--- config.mk ---
export PLATFORM = sky130hd
export DESIGN_NAME = encoder_index_latch
export DESIGN_NICKNAME = d
export VERILOG_FILES = /design/src/enc_index_pkg.sv /design/src/encoder_index_latch.sv /design/src/pin_sync.sv
export VERILOG_INCLUDE_DIRS = /design/src
export SDC_FILE = /design/constraint.sdc
export NUM_CORES = 1
export LEC_CHECK = 0
export BUFFER_PORTS_ARGS = -buffer_cell sky130_fd_sc_hd__buf_2
export CORE_ASPECT_RATIO = 1.1
export CORE_UTILIZATION = 30
export DETAILED_ROUTE_END_ITERATION = 16
export SETUP_SLACK_MARGIN = 0.5
export SLEW_MARGIN = 40
export SYNTH_ARGS = -nofsm -noshare
export SYNTH_HDL_FRONTEND = slang
export SYNTH_HIERARCHICAL = 1
export SYNTH_SLANG_ARGS = --single-unit
--- constraint.sdc ---
create_clock -name clk -period 10.69 [get_ports clk]
set_input_delay 1.6035 -clock clk [delete_from_list [all_inputs] [get_ports clk]]
set_output_delay 1.6035 -clock clk [all_outputs]
set_load 0.02 [all_outputs]
--- src/enc_index_consts.svh ---
/*
 encoder index latch constants: register offsets, field positions, reset values.
 included by the package and by the design files; definitions only.
*/
// Summary of operation
// - decimal bit zero: fraction in 1/65536
// - decimal bit one: fraction in 1/10000
// - position-latch option also captures ramp position
// - clear off: event only latches count
// - clear on: latch then zero counter
// - edge bits select level, rise, fall, both
// - one-shot latches only first event after write
// - continuous latches every event; prefer edges
// - AB checked: index, A, B must match
// - ignore-quadrature disregards A and B
// - index polarity bit sets active level
// - bits 1,0 give required B, A levels
// - counter adds signed 16.16 constant per step
// - read-only 32-bit latch holds captured count
// - index event sets W1C flag, drives interrupt
`ifndef ENC_INDEX_CONSTS_SVH
`define ENC_INDEX_CONSTS_SVH

// register indices; 0x3D is left free for a deviation register
`define IDX_CONFIG 6'h38
`define IDX_COUNT 6'h39
`define IDX_CONST 6'h3A
`define IDX_STATUS 6'h3B
`define IDX_LATCH 6'h3C
`define IDX_POS_LATCH 6'h3E
`define IDX_IRQ_MASK 6'h3F
// byte address is four times the index: one aligned word per register
`define ADDR_CONFIG {`IDX_CONFIG, 2'h0}
`define ADDR_COUNT {`IDX_COUNT, 2'h0}
`define ADDR_CONST {`IDX_CONST, 2'h0}
`define ADDR_STATUS {`IDX_STATUS, 2'h0}
`define ADDR_LATCH {`IDX_LATCH, 2'h0}
`define ADDR_POS_LATCH {`IDX_POS_LATCH, 2'h0}
`define ADDR_IRQ_MASK {`IDX_IRQ_MASK, 2'h0}

`define CFG_WIDTH 11
`define CFG_RESET 11'h000
`define CONST_RESET 32'h00010000
`define MASK_RESET 1'h0
`define DEC_STEP 17'h02710

`define BIT_DECIMAL 10
`define BIT_LATCH_POS 9
`define BIT_CLR_COUNT 8
`define BIT_FALL 7
`define BIT_RISE 6
`define BIT_ONCE 5
`define BIT_CONT 4
`define BIT_IGNORE_QUADRATURE 3
`define BIT_POL_N 2
`define BIT_POL_B 1
`define BIT_POL_A 0

`define RESP_OKAY 2'h0
`define RESP_SLVERR 2'h2

`endif

--- src/enc_index_pkg.sv ---
/*
 types for the encoder index latch.
 assumes enc_index_consts.svh is on the include path.
*/
`include "enc_index_consts.svh"
package enc_index_pkg;
   typedef struct packed {
      logic a;
      logic b;
      logic n;
   } quad_pins_type;

   typedef struct packed {
      logic decimal;
      logic latch_pos;
      logic clr_count;
      logic fall;
      logic rise;
      logic once;
      logic cont;
      logic ignore_quadrature;
      logic pol_n;
      logic pol_b;
      logic pol_a;
   } index_cfg_type;

   typedef enum logic [1:0] {
      wr_idle,
      wr_resp
   } wr_state_type;
endpackage

--- src/encoder_index_latch.sv ---
/*
 quadrature encoder counter with index (N) event qualification and latching,
 AXI4-Lite register slave, one level interrupt.
 assumes a ramp generator supplies its actual position on the same clock,
 and encoder pins are asynchronous.
*/
`timescale 1ns/1ps
`default_nettype none
`include "enc_index_consts.svh"
module encoder_index_latch (
   // clock and reset
   input wire logic clk,
   input wire logic rst_n,
   // encoder pins
   input wire enc_index_pkg::quad_pins_type enc_pins,
   // ramp generator
   input wire logic [31:0] ramp_actual_position,
   // axi4-lite write address
   input wire logic [7:0] s_axi_awaddr,
   input wire logic s_axi_awvalid,
   output logic s_axi_awready,
   // axi4-lite write data
   input wire logic [31:0] s_axi_wdata,
   input wire logic [3:0] s_axi_wstrb,
   input wire logic s_axi_wvalid,
   output logic s_axi_wready,
   // axi4-lite write response
   output logic [1:0] s_axi_bresp,
   output logic s_axi_bvalid,
   input wire logic s_axi_bready,
   // axi4-lite read address
   input wire logic [7:0] s_axi_araddr,
   input wire logic s_axi_arvalid,
   output logic s_axi_arready,
   // axi4-lite read data
   output logic [31:0] s_axi_rdata,
   output logic [1:0] s_axi_rresp,
   output logic s_axi_rvalid,
   input wire logic s_axi_rready,
   // interrupt
   output logic irq
);
   import enc_index_pkg::*;

   logic pin_a;
   logic pin_b;
   logic pin_n;

   pin_sync sync_a (.clk(clk), .rst_n(rst_n), .pin(enc_pins.a), .level(pin_a));
   pin_sync sync_b (.clk(clk), .rst_n(rst_n), .pin(enc_pins.b), .level(pin_b));
   pin_sync sync_n (.clk(clk), .rst_n(rst_n), .pin(enc_pins.n), .level(pin_n));

   // register state
   index_cfg_type cfg_q, cfg_d;
   logic [31:0] const_q, const_d;
   logic [31:0] count_q, count_d;
   logic [16:0] dec_frac_q, dec_frac_d;
   logic [31:0] latch_q, latch_d;
   logic [31:0] pos_latch_q, pos_latch_d;
   logic event_flag_q, event_flag_d;
   logic irq_mask_q, irq_mask_d;
   logic armed_once_q, armed_once_d;
   logic prev_a_q, prev_b_q, prev_match_q;
   logic irq_q, irq_d;

   // bus state
   wr_state_type wr_state_q, wr_state_d;
   logic aw_held_q, aw_held_d;
   logic w_held_q, w_held_d;
   logic [7:0] aw_addr_q, aw_addr_d;
   logic [31:0] w_data_q, w_data_d;
   logic [3:0] w_strb_q, w_strb_d;
   logic [1:0] bresp_q, bresp_d;
   logic rvalid_q, rvalid_d;
   logic [31:0] rdata_q, rdata_d;
   logic [1:0] rresp_q, rresp_d;
   logic awready_q, awready_d, wready_q, wready_d;
   logic arready_q, arready_d, bvalid_q, bvalid_d;

   // quadrature decode and index qualification
   logic step_up, step_dn, step;
   logic n_active, ab_match, index_match, index_event, do_latch;
   logic [31:0] add_val;
   logic [31:0] count_next;
   logic wr_fire;
   logic [31:0] wr_mask;

   always_comb begin
      step_up = 1'b0;
      step_dn = 1'b0;
      // gray sequence 00,01,11,10 counts up
      if ((pin_a ^ prev_a_q) && !(pin_b ^ prev_b_q)) begin
         step_up = (pin_a != pin_b);
         step_dn = (pin_a == pin_b);
      end else if ((pin_b ^ prev_b_q) && !(pin_a ^ prev_a_q)) begin
         step_up = (pin_a == pin_b);
         step_dn = (pin_a != pin_b);
      end
      step = step_up | step_dn;

      n_active = (pin_n == cfg_q.pol_n);
      ab_match = (pin_a == cfg_q.pol_a) && (pin_b == cfg_q.pol_b);
      index_match = n_active && (cfg_q.ignore_quadrature || ab_match);
      case ({cfg_q.fall, cfg_q.rise})
         2'b00: index_event = index_match;
         2'b01: index_event = index_match && !prev_match_q;
         2'b10: index_event = !index_match && prev_match_q;
         default: index_event = index_match ^ prev_match_q;
      endcase
      do_latch = index_event && (cfg_q.cont || armed_once_q);
   end

   // counter accumulation
   always_comb begin
      add_val = const_q;
      dec_frac_d = dec_frac_q;
      if (cfg_q.decimal) begin
         // fraction steps in 1/10000, carry into integer part
         add_val = {const_q[31:16], 16'h0000};
         if (step) begin
            if (step_up)
               dec_frac_d = dec_frac_q + {1'b0, const_q[15:0]};
            else
               dec_frac_d = dec_frac_q - {1'b0, const_q[15:0]};
            if (!dec_frac_d[16] && dec_frac_d >= `DEC_STEP) begin
               dec_frac_d = dec_frac_d - `DEC_STEP;
               add_val = add_val + (step_up ? `CONST_RESET : -`CONST_RESET);
            end else if (dec_frac_d[16]) begin
               dec_frac_d = dec_frac_d + `DEC_STEP;
               add_val = add_val + (step_up ? -`CONST_RESET : `CONST_RESET);
            end
         end
      end
      // binary mode adds the full 16.16 constant
      // signed constant sets direction
      if (step_up)
         count_next = count_q + add_val;
      else if (step_dn)
         count_next = count_q - add_val;
      else
         count_next = count_q;
   end

   // write channel acceptance; address and data in either order
   always_comb begin
      aw_held_d = aw_held_q;
      w_held_d = w_held_q;
      aw_addr_d = aw_addr_q;
      w_data_d = w_data_q;
      w_strb_d = w_strb_q;
      wr_state_d = wr_state_q;
      bresp_d = bresp_q;
      wr_fire = 1'b0;
      if (s_axi_awvalid && !aw_held_q && wr_state_q == wr_idle) begin
         aw_held_d = 1'b1;
         aw_addr_d = s_axi_awaddr;
      end
      if (s_axi_wvalid && !w_held_q && wr_state_q == wr_idle) begin
         w_held_d = 1'b1;
         w_data_d = s_axi_wdata;
         w_strb_d = s_axi_wstrb;
      end
      case (wr_state_q)
         wr_idle: begin
            if (aw_held_q && w_held_q) begin
               wr_fire = 1'b1;
               aw_held_d = 1'b0;
               w_held_d = 1'b0;
               wr_state_d = wr_resp;
               case (aw_addr_q)
                  `ADDR_CONFIG, `ADDR_COUNT, `ADDR_CONST, `ADDR_STATUS,
                  `ADDR_IRQ_MASK: bresp_d = `RESP_OKAY;
                  default: bresp_d = `RESP_SLVERR;
               endcase
            end
         end
         wr_resp: begin
            if (s_axi_bready)
               wr_state_d = wr_idle;
         end
         default: wr_state_d = wr_idle;
      endcase
      wr_mask = {{8{w_strb_q[3]}}, {8{w_strb_q[2]}}, {8{w_strb_q[1]}}, {8{w_strb_q[0]}}};
   end

   // register updates
   always_comb begin
      cfg_d = cfg_q;
      const_d = const_q;
      irq_mask_d = irq_mask_q;
      armed_once_d = armed_once_q;
      count_d = count_next;
      latch_d = latch_q;
      pos_latch_d = pos_latch_q;
      event_flag_d = event_flag_q;
      if (wr_fire) begin
         case (aw_addr_q)
            `ADDR_CONFIG: begin
               cfg_d = index_cfg_type'((cfg_q & ~wr_mask[`CFG_WIDTH-1:0])
                  | (w_data_q[`CFG_WIDTH-1:0] & wr_mask[`CFG_WIDTH-1:0]));
               armed_once_d = cfg_d.once;
            end
            `ADDR_COUNT: count_d = (count_q & ~wr_mask) | (w_data_q & wr_mask);
            `ADDR_CONST: const_d = (const_q & ~wr_mask) | (w_data_q & wr_mask);
            `ADDR_STATUS: begin
               if (w_strb_q[0] && w_data_q[0])
                  event_flag_d = 1'b0;
            end
            `ADDR_IRQ_MASK: begin
               if (w_strb_q[0])
                  irq_mask_d = w_data_q[0];
            end
            default: ;
         endcase
      end
      if (index_event)
         event_flag_d = 1'b1; // set wins over clear
      if (do_latch) begin
         latch_d = count_q;
         if (cfg_q.latch_pos)
            pos_latch_d = ramp_actual_position;
         if (cfg_q.clr_count)
            count_d = 32'h00000000;
         if (!cfg_q.cont)
            armed_once_d = 1'b0;
      end
      irq_d = event_flag_d & irq_mask_d;
   end

   // read channel
   always_comb begin
      rvalid_d = rvalid_q;
      rdata_d = rdata_q;
      rresp_d = rresp_q;
      if (rvalid_q && s_axi_rready)
         rvalid_d = 1'b0;
      if (s_axi_arvalid && !rvalid_q) begin
         rvalid_d = 1'b1;
         rresp_d = `RESP_OKAY;
         case (s_axi_araddr)
            `ADDR_CONFIG: rdata_d = {21'h0, cfg_q};
            `ADDR_COUNT: rdata_d = count_q;
            `ADDR_CONST: rdata_d = const_q;
            `ADDR_STATUS: rdata_d = {31'h0, event_flag_q};
            `ADDR_LATCH: rdata_d = latch_q;
            `ADDR_POS_LATCH: rdata_d = pos_latch_q;
            `ADDR_IRQ_MASK: rdata_d = {31'h0, irq_mask_q};
            default: begin
               rdata_d = 32'h00000000;
               rresp_d = `RESP_SLVERR;
            end
         endcase
      end
   end

   always_ff @(posedge clk or negedge rst_n) begin
      if (!rst_n) begin
         cfg_q <= index_cfg_type'(`CFG_RESET);
         const_q <= `CONST_RESET;
         count_q <= 32'h00000000;
         dec_frac_q <= 17'h00000;
         latch_q <= 32'h00000000;
         pos_latch_q <= 32'h00000000;
         event_flag_q <= 1'b0;
         irq_mask_q <= `MASK_RESET;
         armed_once_q <= 1'b0;
         prev_a_q <= 1'b0;
         prev_b_q <= 1'b0;
         prev_match_q <= 1'b0;
         irq_q <= 1'b0;
         wr_state_q <= wr_idle;
         aw_held_q <= 1'b0;
         w_held_q <= 1'b0;
         aw_addr_q <= 8'h00;
         w_data_q <= 32'h00000000;
         w_strb_q <= 4'h0;
         bresp_q <= `RESP_OKAY;
         rvalid_q <= 1'b0;
         rdata_q <= 32'h00000000;
         rresp_q <= `RESP_OKAY;
         awready_q <= 1'b1;
         wready_q <= 1'b1;
         arready_q <= 1'b1;
         bvalid_q <= 1'b0;
      end else begin
         cfg_q <= cfg_d;
         const_q <= const_d;
         count_q <= count_d;
         dec_frac_q <= dec_frac_d;
         latch_q <= latch_d;
         pos_latch_q <= pos_latch_d;
         event_flag_q <= event_flag_d;
         irq_mask_q <= irq_mask_d;
         armed_once_q <= armed_once_d;
         prev_a_q <= pin_a;
         prev_b_q <= pin_b;
         prev_match_q <= index_match;
         irq_q <= irq_d;
         wr_state_q <= wr_state_d;
         aw_held_q <= aw_held_d;
         w_held_q <= w_held_d;
         aw_addr_q <= aw_addr_d;
         w_data_q <= w_data_d;
         w_strb_q <= w_strb_d;
         bresp_q <= bresp_d;
         rvalid_q <= rvalid_d;
         rdata_q <= rdata_d;
         rresp_q <= rresp_d;
         awready_q <= awready_d;
         wready_q <= wready_d;
         arready_q <= arready_d;
         bvalid_q <= bvalid_d;
      end
   end

   // ready only while the holding slot is free: one write in flight
   // taken from next state so the pins are flops yet track the state
   always_comb begin
      awready_d = !aw_held_d && wr_state_d == wr_idle;
      wready_d = !w_held_d && wr_state_d == wr_idle;
      arready_d = !rvalid_d;
      bvalid_d = (wr_state_d == wr_resp);
   end
   assign s_axi_awready = awready_q;
   assign s_axi_wready = wready_q;
   assign s_axi_arready = arready_q;
   assign s_axi_bvalid = bvalid_q;
   assign s_axi_bresp = bresp_q;
   assign s_axi_rvalid = rvalid_q;
   assign s_axi_rdata = rdata_q;
   assign s_axi_rresp = rresp_q;
   assign irq = irq_q;
endmodule
`default_nettype wire

--- src/pin_sync.sv ---
/*
 three-stage synchroniser with agreement filter for one pin.
 assumes the pin is asynchronous to clk.
*/
`timescale 1ns/1ps
`default_nettype none
module pin_sync (
   // clock and reset
   input wire logic clk,
   input wire logic rst_n,
   // pin in, filtered level out
   input wire logic pin,
   output logic level
);
   logic [2:0] sync_q;
   logic [2:0] sync_d;
   logic level_q;
   logic level_d;

   always_comb begin
      sync_d = {sync_q[1:0], pin};
      // first stage feeds only the second
      level_d = (sync_q[1] == sync_q[2]) ? sync_q[2] : level_q;
   end

   always_ff @(posedge clk or negedge rst_n) begin
      if (!rst_n) begin
         sync_q <= 3'h0;
         level_q <= 1'h0;
      end else begin
         sync_q <= sync_d;
         level_q <= level_d;
      end
   end

   assign level = level_q;
endmodule
`default_nettype wire

# Yosys cells after proc, flatten, opt, wreduce, memory -nomap -nowiden
# Index checks and enable logic that the tools add are counted.
# W data, S select, Z words.
# classes
n_eq_ne	24
mux	49
n_bitwise	15
n_reduce_logical	41
n_lt_le_gt_ge	1
n_addsub	8
# op_table
operator	count
$mux W32	12
$pmux W32 S7	1
$add A32 B32 Y32	3
$and A32 B32 Y32	3
$eq A8 B8 Y1 const B	12
$mux W17	5
$or A32 B32 Y32	2
$not A32 Y32	1
$sub A32 B32 Y32	1
$mux W1	25
$and A11 B11 Y11	2
$logic_and A1 B1 Y1	18
$add A17 B14 Y17 const B	1
$add A17 B16 Y17	1
$ge A17 B14 Y1 const B	1
$sub A17 B14 Y17 const B	1
$sub A17 B16 Y17	1
$logic_not A1 Y1	11
$not A11 Y11	1
$or A11 B11 Y11	1
$reduce_and A2 Y1	5
$mux W2	4
$eq A1 B1 Y1	7
$reduce_or A7 Y1	1
other kinds (11)	18
# word_totals
out_inout_bits	42
input_bits	94
register_bits	264
word_cells	181

# Depth between registers and ports, before layout
# Gate-level depths: netlist of run 1.
# logic_depth
word_depth	20
depth_mapped	37

# Modules after synthesis
# Netlist of run 1, hierarchy kept.
# by_module_without_submodules
module	area_each_um2	n_inst	seq_area_each_um2	cells_per_inst
encoder_index_latch	17609.4	1	6261.0	1950
pin_sync	111.4	3	100.1	5

# Worst setup path before layout of run 1
# No wires, ideal clock.
# synth_path
path_kind	reg-to-reg
from	register sync_a.level_q (netlist: sync_a/level)
to	register count_q[31]
path_buffers	4
stages_incl_launch_ff	34
t_arrival_ns	7.540
path_slack_ns	3.076
required_time_ns	10.617
period_less_slack_ns	7.614
cell_sequence	dfrtp_1 > xor2_1 > nand2_1 > clkbuf_1 > buf_1 > o31ai_1 > xnor2_1 > ha_1 > a21oi_1 > nand2_1 > xor2_1 > ha_1 > nor2b_1 > nand4_1 > a2111oi_0 > o2111ai_2 > a21o_1 > clkbuf_1 > o22ai_1 > nor2_1 > o32a_1 > ha_1 > clkbuf_1 > o21bai_1 > a21oi_1 > o21bai_1 > a21oi_1 > nor2_1 > o311ai_0 > o22ai_1 > a311o_1 > or3_1 > o2111a_1 > a21oi_2
# synth_via
elab_chain_len	20
# synth_lines
item	line	source
from (decl)	pin_sync.sv:17	logic level_q;
from (signal assigned)	pin_sync.sv:32	level_q <= level_d;
$xor A1 B1 Y1	encoder_index_latch.sv:92, encoder_index_latch.sv:95	
$logic_not A1 Y1	encoder_index_latch.sv:95	end else if ((pin_b ^ prev_b_q) && !(pin_a ^ prev_a_q)) begin
$logic_and A1 B1 Y1	encoder_index_latch.sv:95	
$mux W1	encoder_index_latch.sv:95	
$mux W1	encoder_index_latch.sv:92	if ((pin_a ^ prev_a_q) && !(pin_b ^ prev_b_q)) begin
$mux W17	encoder_index_latch.sv:121	if (step_up)
$mux W17	encoder_index_latch.sv:120	if (step) begin
$mux W17	encoder_index_latch.sv:117	if (cfg_q.decimal) begin
(+5 left out)	--	
$sub A32 B32 Y32	encoder_index_latch.sv:139	count_next = count_q - add_val;
$mux W32	encoder_index_latch.sv:138	else if (step_dn)
$mux W32	encoder_index_latch.sv:136	if (step_up)
$mux W32	encoder_index_latch.sv:197	case (aw_addr_q)
$mux W32	encoder_index_latch.sv:196	if (wr_fire) begin
$mux W32	encoder_index_latch.sv:222	if (cfg_q.clr_count)
$mux W32 (*)	encoder_index_latch.sv:218	if (do_latch) begin
named net count_d[31]	encoder_index_latch.sv:56	logic [31:0] count_q, count_d;
to (signal assigned)	encoder_index_latch.sv:288	count_q <= count_d;
to (decl)	encoder_index_latch.sv:56	
# The timed path passes the listed nets; every way through them passes the cells marked *. The select of a mux whose other input is x is not followed.
# A chain may end at the register's enable or synchronous reset.

# Worst setup path after layout of run 1
# layout_path
from	register sync_b.level_q (netlist: sync_b/level)
to	register count_q[31]
# layout_via
elab_chain_len	19
# layout_lines
item	line
from (decl)	pin_sync.sv:17
from (signal assigned)	pin_sync.sv:32
$xor A1 B1 Y1	encoder_index_latch.sv:92, encoder_index_latch.sv:95
$logic_and A1 B1 Y1 / $logic_not A1 Y1 (equally long branches)	encoder_index_latch.sv:95, encoder_index_latch.sv:92
$mux W1 / $logic_and A1 B1 Y1 (equally long branches)	encoder_index_latch.sv:95, encoder_index_latch.sv:92
$mux W1	encoder_index_latch.sv:92
$mux W17	encoder_index_latch.sv:121
$mux W17	encoder_index_latch.sv:120
$mux W17	encoder_index_latch.sv:117
$ge A17 B14 Y1 (no source line) / $logic_not A1 Y1 (equally long branches)	--
(+4 left out)	--
$sub A32 B32 Y32	encoder_index_latch.sv:139
$mux W32	encoder_index_latch.sv:138
$mux W32	encoder_index_latch.sv:136
$mux W32	encoder_index_latch.sv:197
$mux W32	encoder_index_latch.sv:196
$mux W32	encoder_index_latch.sv:222
$mux W32 (*)	encoder_index_latch.sv:218
named net count_d[31]	encoder_index_latch.sv:56
# Marks and branches as above.

==> key figures, run 1 <==
STA
  – Fmax: 0.116 GHz
  – Final hold slack: around 0.35 ns
  – Min Tclk post-route: 8.58 ns
  – Worst Clk Skew: about 0.037 ns
  – Hold violation count in the final report: 0
  – Worst-Margin Slew: 0.842 ns
  – Setup violators final: 0
  – Max-slew violation count: 0
  – Period utilization: 0.803
  – Unrepaired setup endpoints after global routing: no
  – Slew HR: 0.439
  – Setup TNS: 0 ns

Global route
  – Vias in the first global route: between 15000 and 20000
  – All-Layer GR Usage: 0.182
  – Largest net degree at the start of global routing: 80
  – Initial antenna violation count: 2
  – First-pass GRT wire length: 88.8 mm
  – GRT overflow: 0

Power and ir drop
  – PD cells: 222 nW/um^2
  – Gate power share: 0.433
  – Sw Share: 0.421
  – Leak Pwr: 9.58 nW
  – Clock share of power: 0.236
  – Flop pwr share: 0.332
  – Psw: approximately 1.9 mW
  – P_int: around 2.6 mW
  – VDD IR-drop max: 0.135 mV

Yosys
  – Number of flops mapped to enable cells by yosys: 0
  – Synthesized area: 17900 um^2
  – Primary FF master, synth: dfrtp_1
  – Post-synthesis cell type count: 88
  – Synthesized flop and latch total: 262
  – Synth area leaders: dfrtp_1 (36%), mux2_2 (8.6%), ha_1 (8.5%)
  – Avg Cell Area, Syn: 9.13 um^2
  – Yosys top cell by area: dfrtp_1
  – Synth Instances: between 1500 and 2000
  – Post-synth ARST share: 1.00
  – Yosys warning total: 6
  – Seq/Total Area, Yosys: 0.366
  – Area share of the largest cell type after synthesis: 0.360

Clock network
  – CTS tree: built
  – CTS Buffer Depth: 3
  – H-tree depth: 1
  – Postcts setup bufs: 0
  – Worst-Skew Late Latency: 0.61 ns
  – Worst-path clk slew: approximately 0.060 ns
  – # clock sinks: approximately 260
  – Post-CTS sizing: 0
  – Hold-fix buffers, CTS: 0
  – CTS buffer count: 28
  – Root Driver: clkbuf_16

Setup path
  – Crit start category: flip-flop
  – Crit path max-delay cell type: inv_2
  – Instance count on the critical path: 30
  – Crit-path max cell delay: 0.66 ns
  – Crit Path Max Fanout: 34
  – Critical path's top delay family: compound AO/OA/AOI/OAI gates
  – Critical path type: flip-flop to flip-flop
  – R2R Setup Slk: 2.11 ns
  – Worst r2r path cells: 30
  – CP Buf/Inv Count: 3
  – Crit. End Element: flip-flop
  – Most frequent CP cell: or3_1
  – Req. time, crit path: between 10 and 15 ns
  – WP data arrival: 9.09 ns

Routing
  – Via density: 5.56
  – First-pass DRT Iterations: 7
  – Avg WL per Cell: 19.9 um
  – Initial drt markers: 1382
  – WL final: 56.3 mm
  – Via Count: 15744
  – Routed Antenna Nets: 0
  – # DRC: 0

Run
  – Maximum Capacitance Violations: 0

Cells and area
  – Commonest non-fill, non-tap cell in the layout: nand2_1
  – Layout cells sized above 1: 0.191
  – Final net count: between 2000 and 2500
  – Most frequent cells in the layout: nand2_1 (267), dfrtp_1 (258), a21oi_1 (144)
  – Ant. Diodes: 0
  – Area delta synth->final: 14.1%

Place
  – Global placement routability congestion: 0.919
  – DP HPWL: 41.6 mm
  – Port Buf Inserts: 133

Min path
  – Worst Hold Class: flip-flop to flip-flop
  – WHS Path Cells: 0

Die
  – Initial Util: 0.305
  – # IOs: 136
  – Rows: between 90 and 100
  – Core area: about 59000 um^2
  – Die width: 235 um
  – Die area: 60800 um^2
  – Die Y: 259 um

Status
  – Outcome: complete, no violations
-- cell type report --
cell class	instances	area [um^2]
clock inverters	16	230
fillers	6003	38400
flip-flops and latches	262	6560
inverters	96	360
multi-input cells	1506	10700
repair buffers	157	883
clock buffers	34	783
well taps	760	951
-- cells in the mapped netlist (13+ instances only) --
cell / count
xor2_1: 23
o22ai_1: 23
nor2b_1: 15
o21ai_0: 94
a21oi_1: 145
a222oi_1: 31
inv_1: 95
nand2b_1: 38
o221ai_1: 17
buf_1: 13
nor2_1: 132
nor3_1: 26
xnor2_1: 34
nand3_1: 27
a21o_1: 31
a22o_1: 32
a221oi_1: 13
ha_1: 122
clkbuf_1: 86
a211oi_1: 26
a31oi_1: 26
dfrtp_1: 258
nand2_1: 268
o21bai_1: 26
mux2_2: 137
-- routing by layer --
metal,wire length [um],GRT usage
met5,27,0
met2,26400,0.306
met1,24600,0.234
met3,3070,0.0269
met4,2140,0.0746
-- kinds of logic after synthesis --
kind of cell	share of synthesized area
mux	0.0939
simple gates	0.148
flops	0.366
buf+inv	0.0425
xor+xnor	0.0305
fa+ha+maj	0.0925
other cells	0.000209
compound gates	0.227
-- final timing paths --
kind,start,endpoint
min,sync_a/sync_q[0],sync_a/sync_q[1]
max,sync_b/level,count_q[31]
min in group asynchronous,rst_n,count_q[5]
max in group asynchronous,rst_n,async pin
min reg2reg,sync_a/sync_q[0],sync_a/sync_q[1]
max reg2reg,sync_b/level,count_q[31]
-- per-stage QoR --
stage                     cells  power (mW)  setup slack, ns  area (um^2)   util
after detailed placement   2781        3.45             2.12        19500  0.331
after CTS                  2831        4.55             2.10        20500  0.348
after global routing       2831        4.85             1.37        20500  0.348
after floorplan            1967        2.87             3.08        18000      -
final                      2831        4.54             2.11        20500  0.348
after global placement     2780        3.42             2.19        19400  0.330
-- power groups by stage --
stage | Sequential (mW) | Combinational (mW) | Clock (mW)
5_1_grt | 1.54 | 2.18 | 1.13
2_1_floorplan | 1.39 | 1.49 | 0
4_1_cts | 1.50 | 1.95 | 1.10
6_report | 1.51 | 1.97 | 1.07
3_5_place_dp | 1.52 | 1.93 | 0
3_3_place_gp | 1.51 | 1.91 | 0
No activity file was read; power rests on OpenSTA's default activity.
==> run 2, diff against run 1 <==
--- a/config.mk
+++ b/config.mk
@@ -6,6 +6,7 @@
 export SDC_FILE = /design/constraint.sdc
 export NUM_CORES = 1
 export LEC_CHECK = 0
+export ABC_AREA = 1
 export BUFFER_PORTS_ARGS = -buffer_cell sky130_fd_sc_hd__buf_2
 export CORE_ASPECT_RATIO = 1.1
 export CORE_UTILIZATION = 30
==> constraint.sdc (replaced) <==
create_clock -name clk -period 7.8 [get_ports clk]
set_input_delay 1.17 -clock clk [delete_from_list [all_inputs] [get_ports clk]]
set_output_delay 1.17 -clock clk [all_outputs]
set_load 0.02 [all_outputs]
==> run 2 against run 1 <==
  * Via count up 13%
  * Critical endpoint is now count_q[29]
  * Highest routed layer is now met4
  * Synthesized cell count increased by 36%
  * Routed wire length rose by 6.6%
==> key figures, run 2 <==
Die
  – Die Y: 265 um (was 259 um)
  – Rows: 96 (was 93)
  – Core area: 62300 um^2 (was 58900 um^2)
  – Die area: 64000 um^2 (was 60800 um^2)
  – Initial Util: 0.303 (was 0.305)
  – # IOs: 136 (unchanged)
  – Die width: 241 um (was 235 um)

Clock network
  – # clock sinks: 262 (unchanged)
  – Postcts setup bufs: 0 (unchanged)
  – Root Driver: clkbuf_16 (unchanged)
  – H-tree depth: 1 (unchanged)
  – CTS tree: built (unchanged)
  – Worst-path clk slew: 0.06 ns (about the same)
  – CTS buffer count: 27 (was 28)
  – Worst-Skew Late Latency: 0.57 ns (was 0.61 ns)
  – CTS Buffer Depth: 3 (unchanged)

Power and ir drop
  – Gate power share: 0.477 (was 0.433)
  – Power, Total: 6.23 mW (was 4.54 mW)
  – Sw Share: 0.460 (was 0.421)
  – PD cells: 292 nW/um^2 (was 222 nW/um^2)
  – Clock share of power: 0.211 (was 0.236)
  – Leak Pwr: 10.8 nW (was 9.58 nW)
  – P_int: 3.37 mW (was 2.63 mW)
  – VDD IR-drop max: 0.172 mV (was 0.135 mV)
  – Psw: 2.87 mW (was 1.91 mW)
  – Flop pwr share: 0.311 (was 0.332)

Yosys
  – Synthesized flop and latch total: 262 (unchanged)
  – Post-synthesis cell type count: 63 (was 88)
  – Synth Area in Compound Gates: 0.210 (was 0.227)
  – Seq/Total Area, Yosys: 0.347 (was 0.366)
  – Post-synth ARST share: 1.00 (unchanged)
  – Area share of the largest cell type after synthesis: 0.342 (was 0.360)
  – Synth Area in XOR/XNOR: 0.0374 (was 0.0305)
  – Mux contribution to synthesized area: 0.00596 (was 0.0939)
  – Most common cell in the netlist: nand2_1 (unchanged)
  – Top post-synthesis cells by count: nand2_1 (555), inv_1 (377), o21ai_0 (307) (was nand2_1 (268), dfrtp_1 (258), a21oi_1 (145))
  – Post-Synth Adder-Cell Area: 0.0861 (was 0.0925)
  – Primary FF master, synth: dfrtp_1 (unchanged)
  – Synth area leaders: dfrtp_1 (34%), nand2_1 (11%), o21ai_0 (8.1%) (was dfrtp_1 (36%), mux2_2 (8.6%), ha_1 (8.5%))
  – Number of flops mapped to enable cells by yosys: 0 (unchanged)
  – Yosys top cell by area: dfrtp_1 (unchanged)
  – Yosys warning total: 6 (unchanged)
  – Synth Area in Simple Gates: 0.212 (was 0.148)
  – Largest family of logic cells by synthesized area: simple AND/OR/NAND/NOR gates (was compound AO/OA/AOI/OAI gates)
  – Avg Cell Area, Syn: 7.08 um^2 (was 9.13 um^2)
  – Synth Instances: 2668 (was 1965)
  – Synthesized area: 18900 um^2 (was 17900 um^2)

Cells and area
  – Seq. cell area: 6560 um^2 (about the same)
  – Fillers: 6734 (was 6003)
  – Final net count: 2968 (was 2272)
  – Ant. Diodes: 0 (unchanged)
  – Area delta synth->final: 13.0% (was 14.1%)
  – Layout cells sized above 1: 0.0987 (was 0.191)
  – Most frequent cells in the layout: nand2_1 (553), inv_1 (376), o21ai_0 (306) (was nand2_1 (267), dfrtp_1 (258), a21oi_1 (144))
  – Commonest non-fill, non-tap cell in the layout: nand2_1 (unchanged)
  – Multi-input gate area: 10500 um^2 (was 10700 um^2)
  – Final Util: 0.342 (was 0.348)

STA
  – Hold violation count in the final report: 0 (unchanged)
  – Final hold slack: 0.349 ns (about the same)
  – Setup TNS: 0 ns (unchanged)
  – Period utilization: 0.855 (was 0.803)
  – Slew HR: 0.356 (was 0.439)
  – Worst Clk Skew: 0.0225 ns (was 0.0367 ns)
  – Setup violators final: 0 (unchanged)
  – Min Tclk post-route: 6.67 ns (was 8.58 ns)
  – Final setup margin: 1.13 ns (was 2.11 ns)
  – Worst-Margin Slew: 0.956 ns (was 0.842 ns)
  – Fmax: 0.150 GHz (was 0.116 GHz)
  – Max-slew violation count: 0 (unchanged)
  – Unrepaired setup endpoints after global routing: no (unchanged)

Routing
  – WL final: 60.0 mm (was 56.3 mm)
  – Via Count: 17807 (was 15744)
  – Routed Antenna Nets: 0 (unchanged)
  – # DRC: 0 (unchanged)
  – Avg WL per Cell: 16.7 um (was 19.9 um)
  – First-pass DRT Iterations: 5 (was 7)
  – Via density: 4.95 (was 5.56)
  – Initial drt markers: 1437 (was 1382)

Setup path
  – Crit start category: flip-flop (unchanged)
  – Worst Setup SP: sync_a/level (was sync_b/level)
  – Crit path max-delay cell type: dfrtp_2 (was inv_2)
  – Critical path's top delay family: simple AND/OR/NAND/NOR gates (was compound AO/OA/AOI/OAI gates)
  – Req. time, crit path: 8.20 ns (was 11.20 ns)
  – Crit. End Element: flip-flop (unchanged)
  – WP data arrival: 7.07 ns (was 9.09 ns)
  – CP Buf/Inv Count: 8 (was 3)
  – Crit-path max cell delay: 0.46 ns (was 0.66 ns)
  – Critical path type: flip-flop to flip-flop (unchanged)
  – Most frequent CP cell: nand2_1 (was or3_1)
  – Worst r2r src: sync_a/level (was sync_b/level)
  – Crit Path Max Fanout: 21 (was 34)

Place
  – Global placement routability congestion: 0.978 (was 0.919)
  – Setup WS pre-CTS: 0.961 ns (was 2.12 ns)
  – DP HPWL: 46.5 mm (was 41.6 mm)
  – Port Buf Inserts: 133 (unchanged)

Global route
  – Initial antenna violation count: 0 (was 2)
  – Vias in the first global route: 17272 (was 15740)
  – All-Layer GR Usage: 0.188 (was 0.182)
  – First-pass GRT wire length: 95.6 mm (was 88.8 mm)
  – GRT overflow: 0 (unchanged)
  – Largest net degree at the start of global routing: 102 (was 80)

Min path
  – Worst Hold Class: flip-flop to flip-flop (unchanged)
  – Hold path startpoint: sync_a/sync_q[0] (unchanged)

Status
  – Outcome: complete, no violations (unchanged)

Run
  – Maximum Capacitance Violations: 0 (unchanged)
-- run 2: cell count changes after synthesis, sizes merged, moves of 31 or more --
cell	before	now
a22o	32	1
inv	96	393
a222oi	31	0
nand2b	38	0
a21oi	148	256
mux2	137	10
nor2	133	251
o21ai	95	321
nand2	268	567
nand3	27	90
xor2	24	68
-- run 2: logic make-up after synthesis --
kind of cell | after synthesis
fa+ha+maj | 127
xor+xnor | 79
compound gates | 717
flops | 262
other cells | 1
mux | 10
simple gates | 972
buf+inv | 500
-- run 2: final cells by class --
cell class / count / area share
multi-input cells: 1908 / 0.492
flip-flops and latches: 262 / 0.308
inverters: 397 / 0.0700
well taps: 833 / 0.0488
repair buffers: 151 / 0.0409
clock buffers: 36 / 0.0351
clock inverters: 12 / 0.00604
-- run 2: metal layers --
| layer | routed length [um] | up-vias | GRT usage | share of wire |
|---|---|---|---|---|
| li1 | - | 8864 | - | - |
| met1 | 27200 | 8357 | 0.257 | 0.45 |
| met2 | 28000 | 493 | 0.312 | 0.47 |
| met3 | 3070 | 93 | 0.0184 | 0.051 |
| met4 | 1710 | 0 | 0.0575 | 0.029 |
| met5 | 0 | - | 0 | 0 |
-- run 2: per-stage QoR --
stage                     instance area, um^2  instances
after floorplan                         18900       2670
after global placement                  20400       3548
after detailed placement                20400       3550
after CTS                               21300       3598
after global routing                    21300       3599
final                                   21300       3599
-- run 2: final timing paths --
kind	to	slack, ns	depth (start not counted)
hold / removal	sync_a/sync_q[1]	0.35	0
setup reg to reg	count_q[29]	1.13	40
setup / recovery	count_q[29]	1.13	40
hold reg to reg	sync_a/sync_q[1]	0.35	0
max in group asynchronous	async pin	6.08	3
min in group asynchronous	pos_latch_q[4]	0.49	1
-- run 2: what timing repair did --
action | CTS | global route
gates resized for setup | 0 | 10
hold buffers | 0 | 0
setup endpoints to repair | 0 | 7
-- run 2: power groups by stage --
stage | clock [mW] | sequential [mW] | combinational [mW]
after floorplan | 0 | 1.84 | 2.20
after global placement | 0 | 1.95 | 2.93
after detailed placement | 0 | 1.96 | 2.92
after CTS | 1.35 | 1.94 | 2.94
after global routing | 1.39 | 1.98 | 3.36
final | 1.32 | 1.94 | 2.98
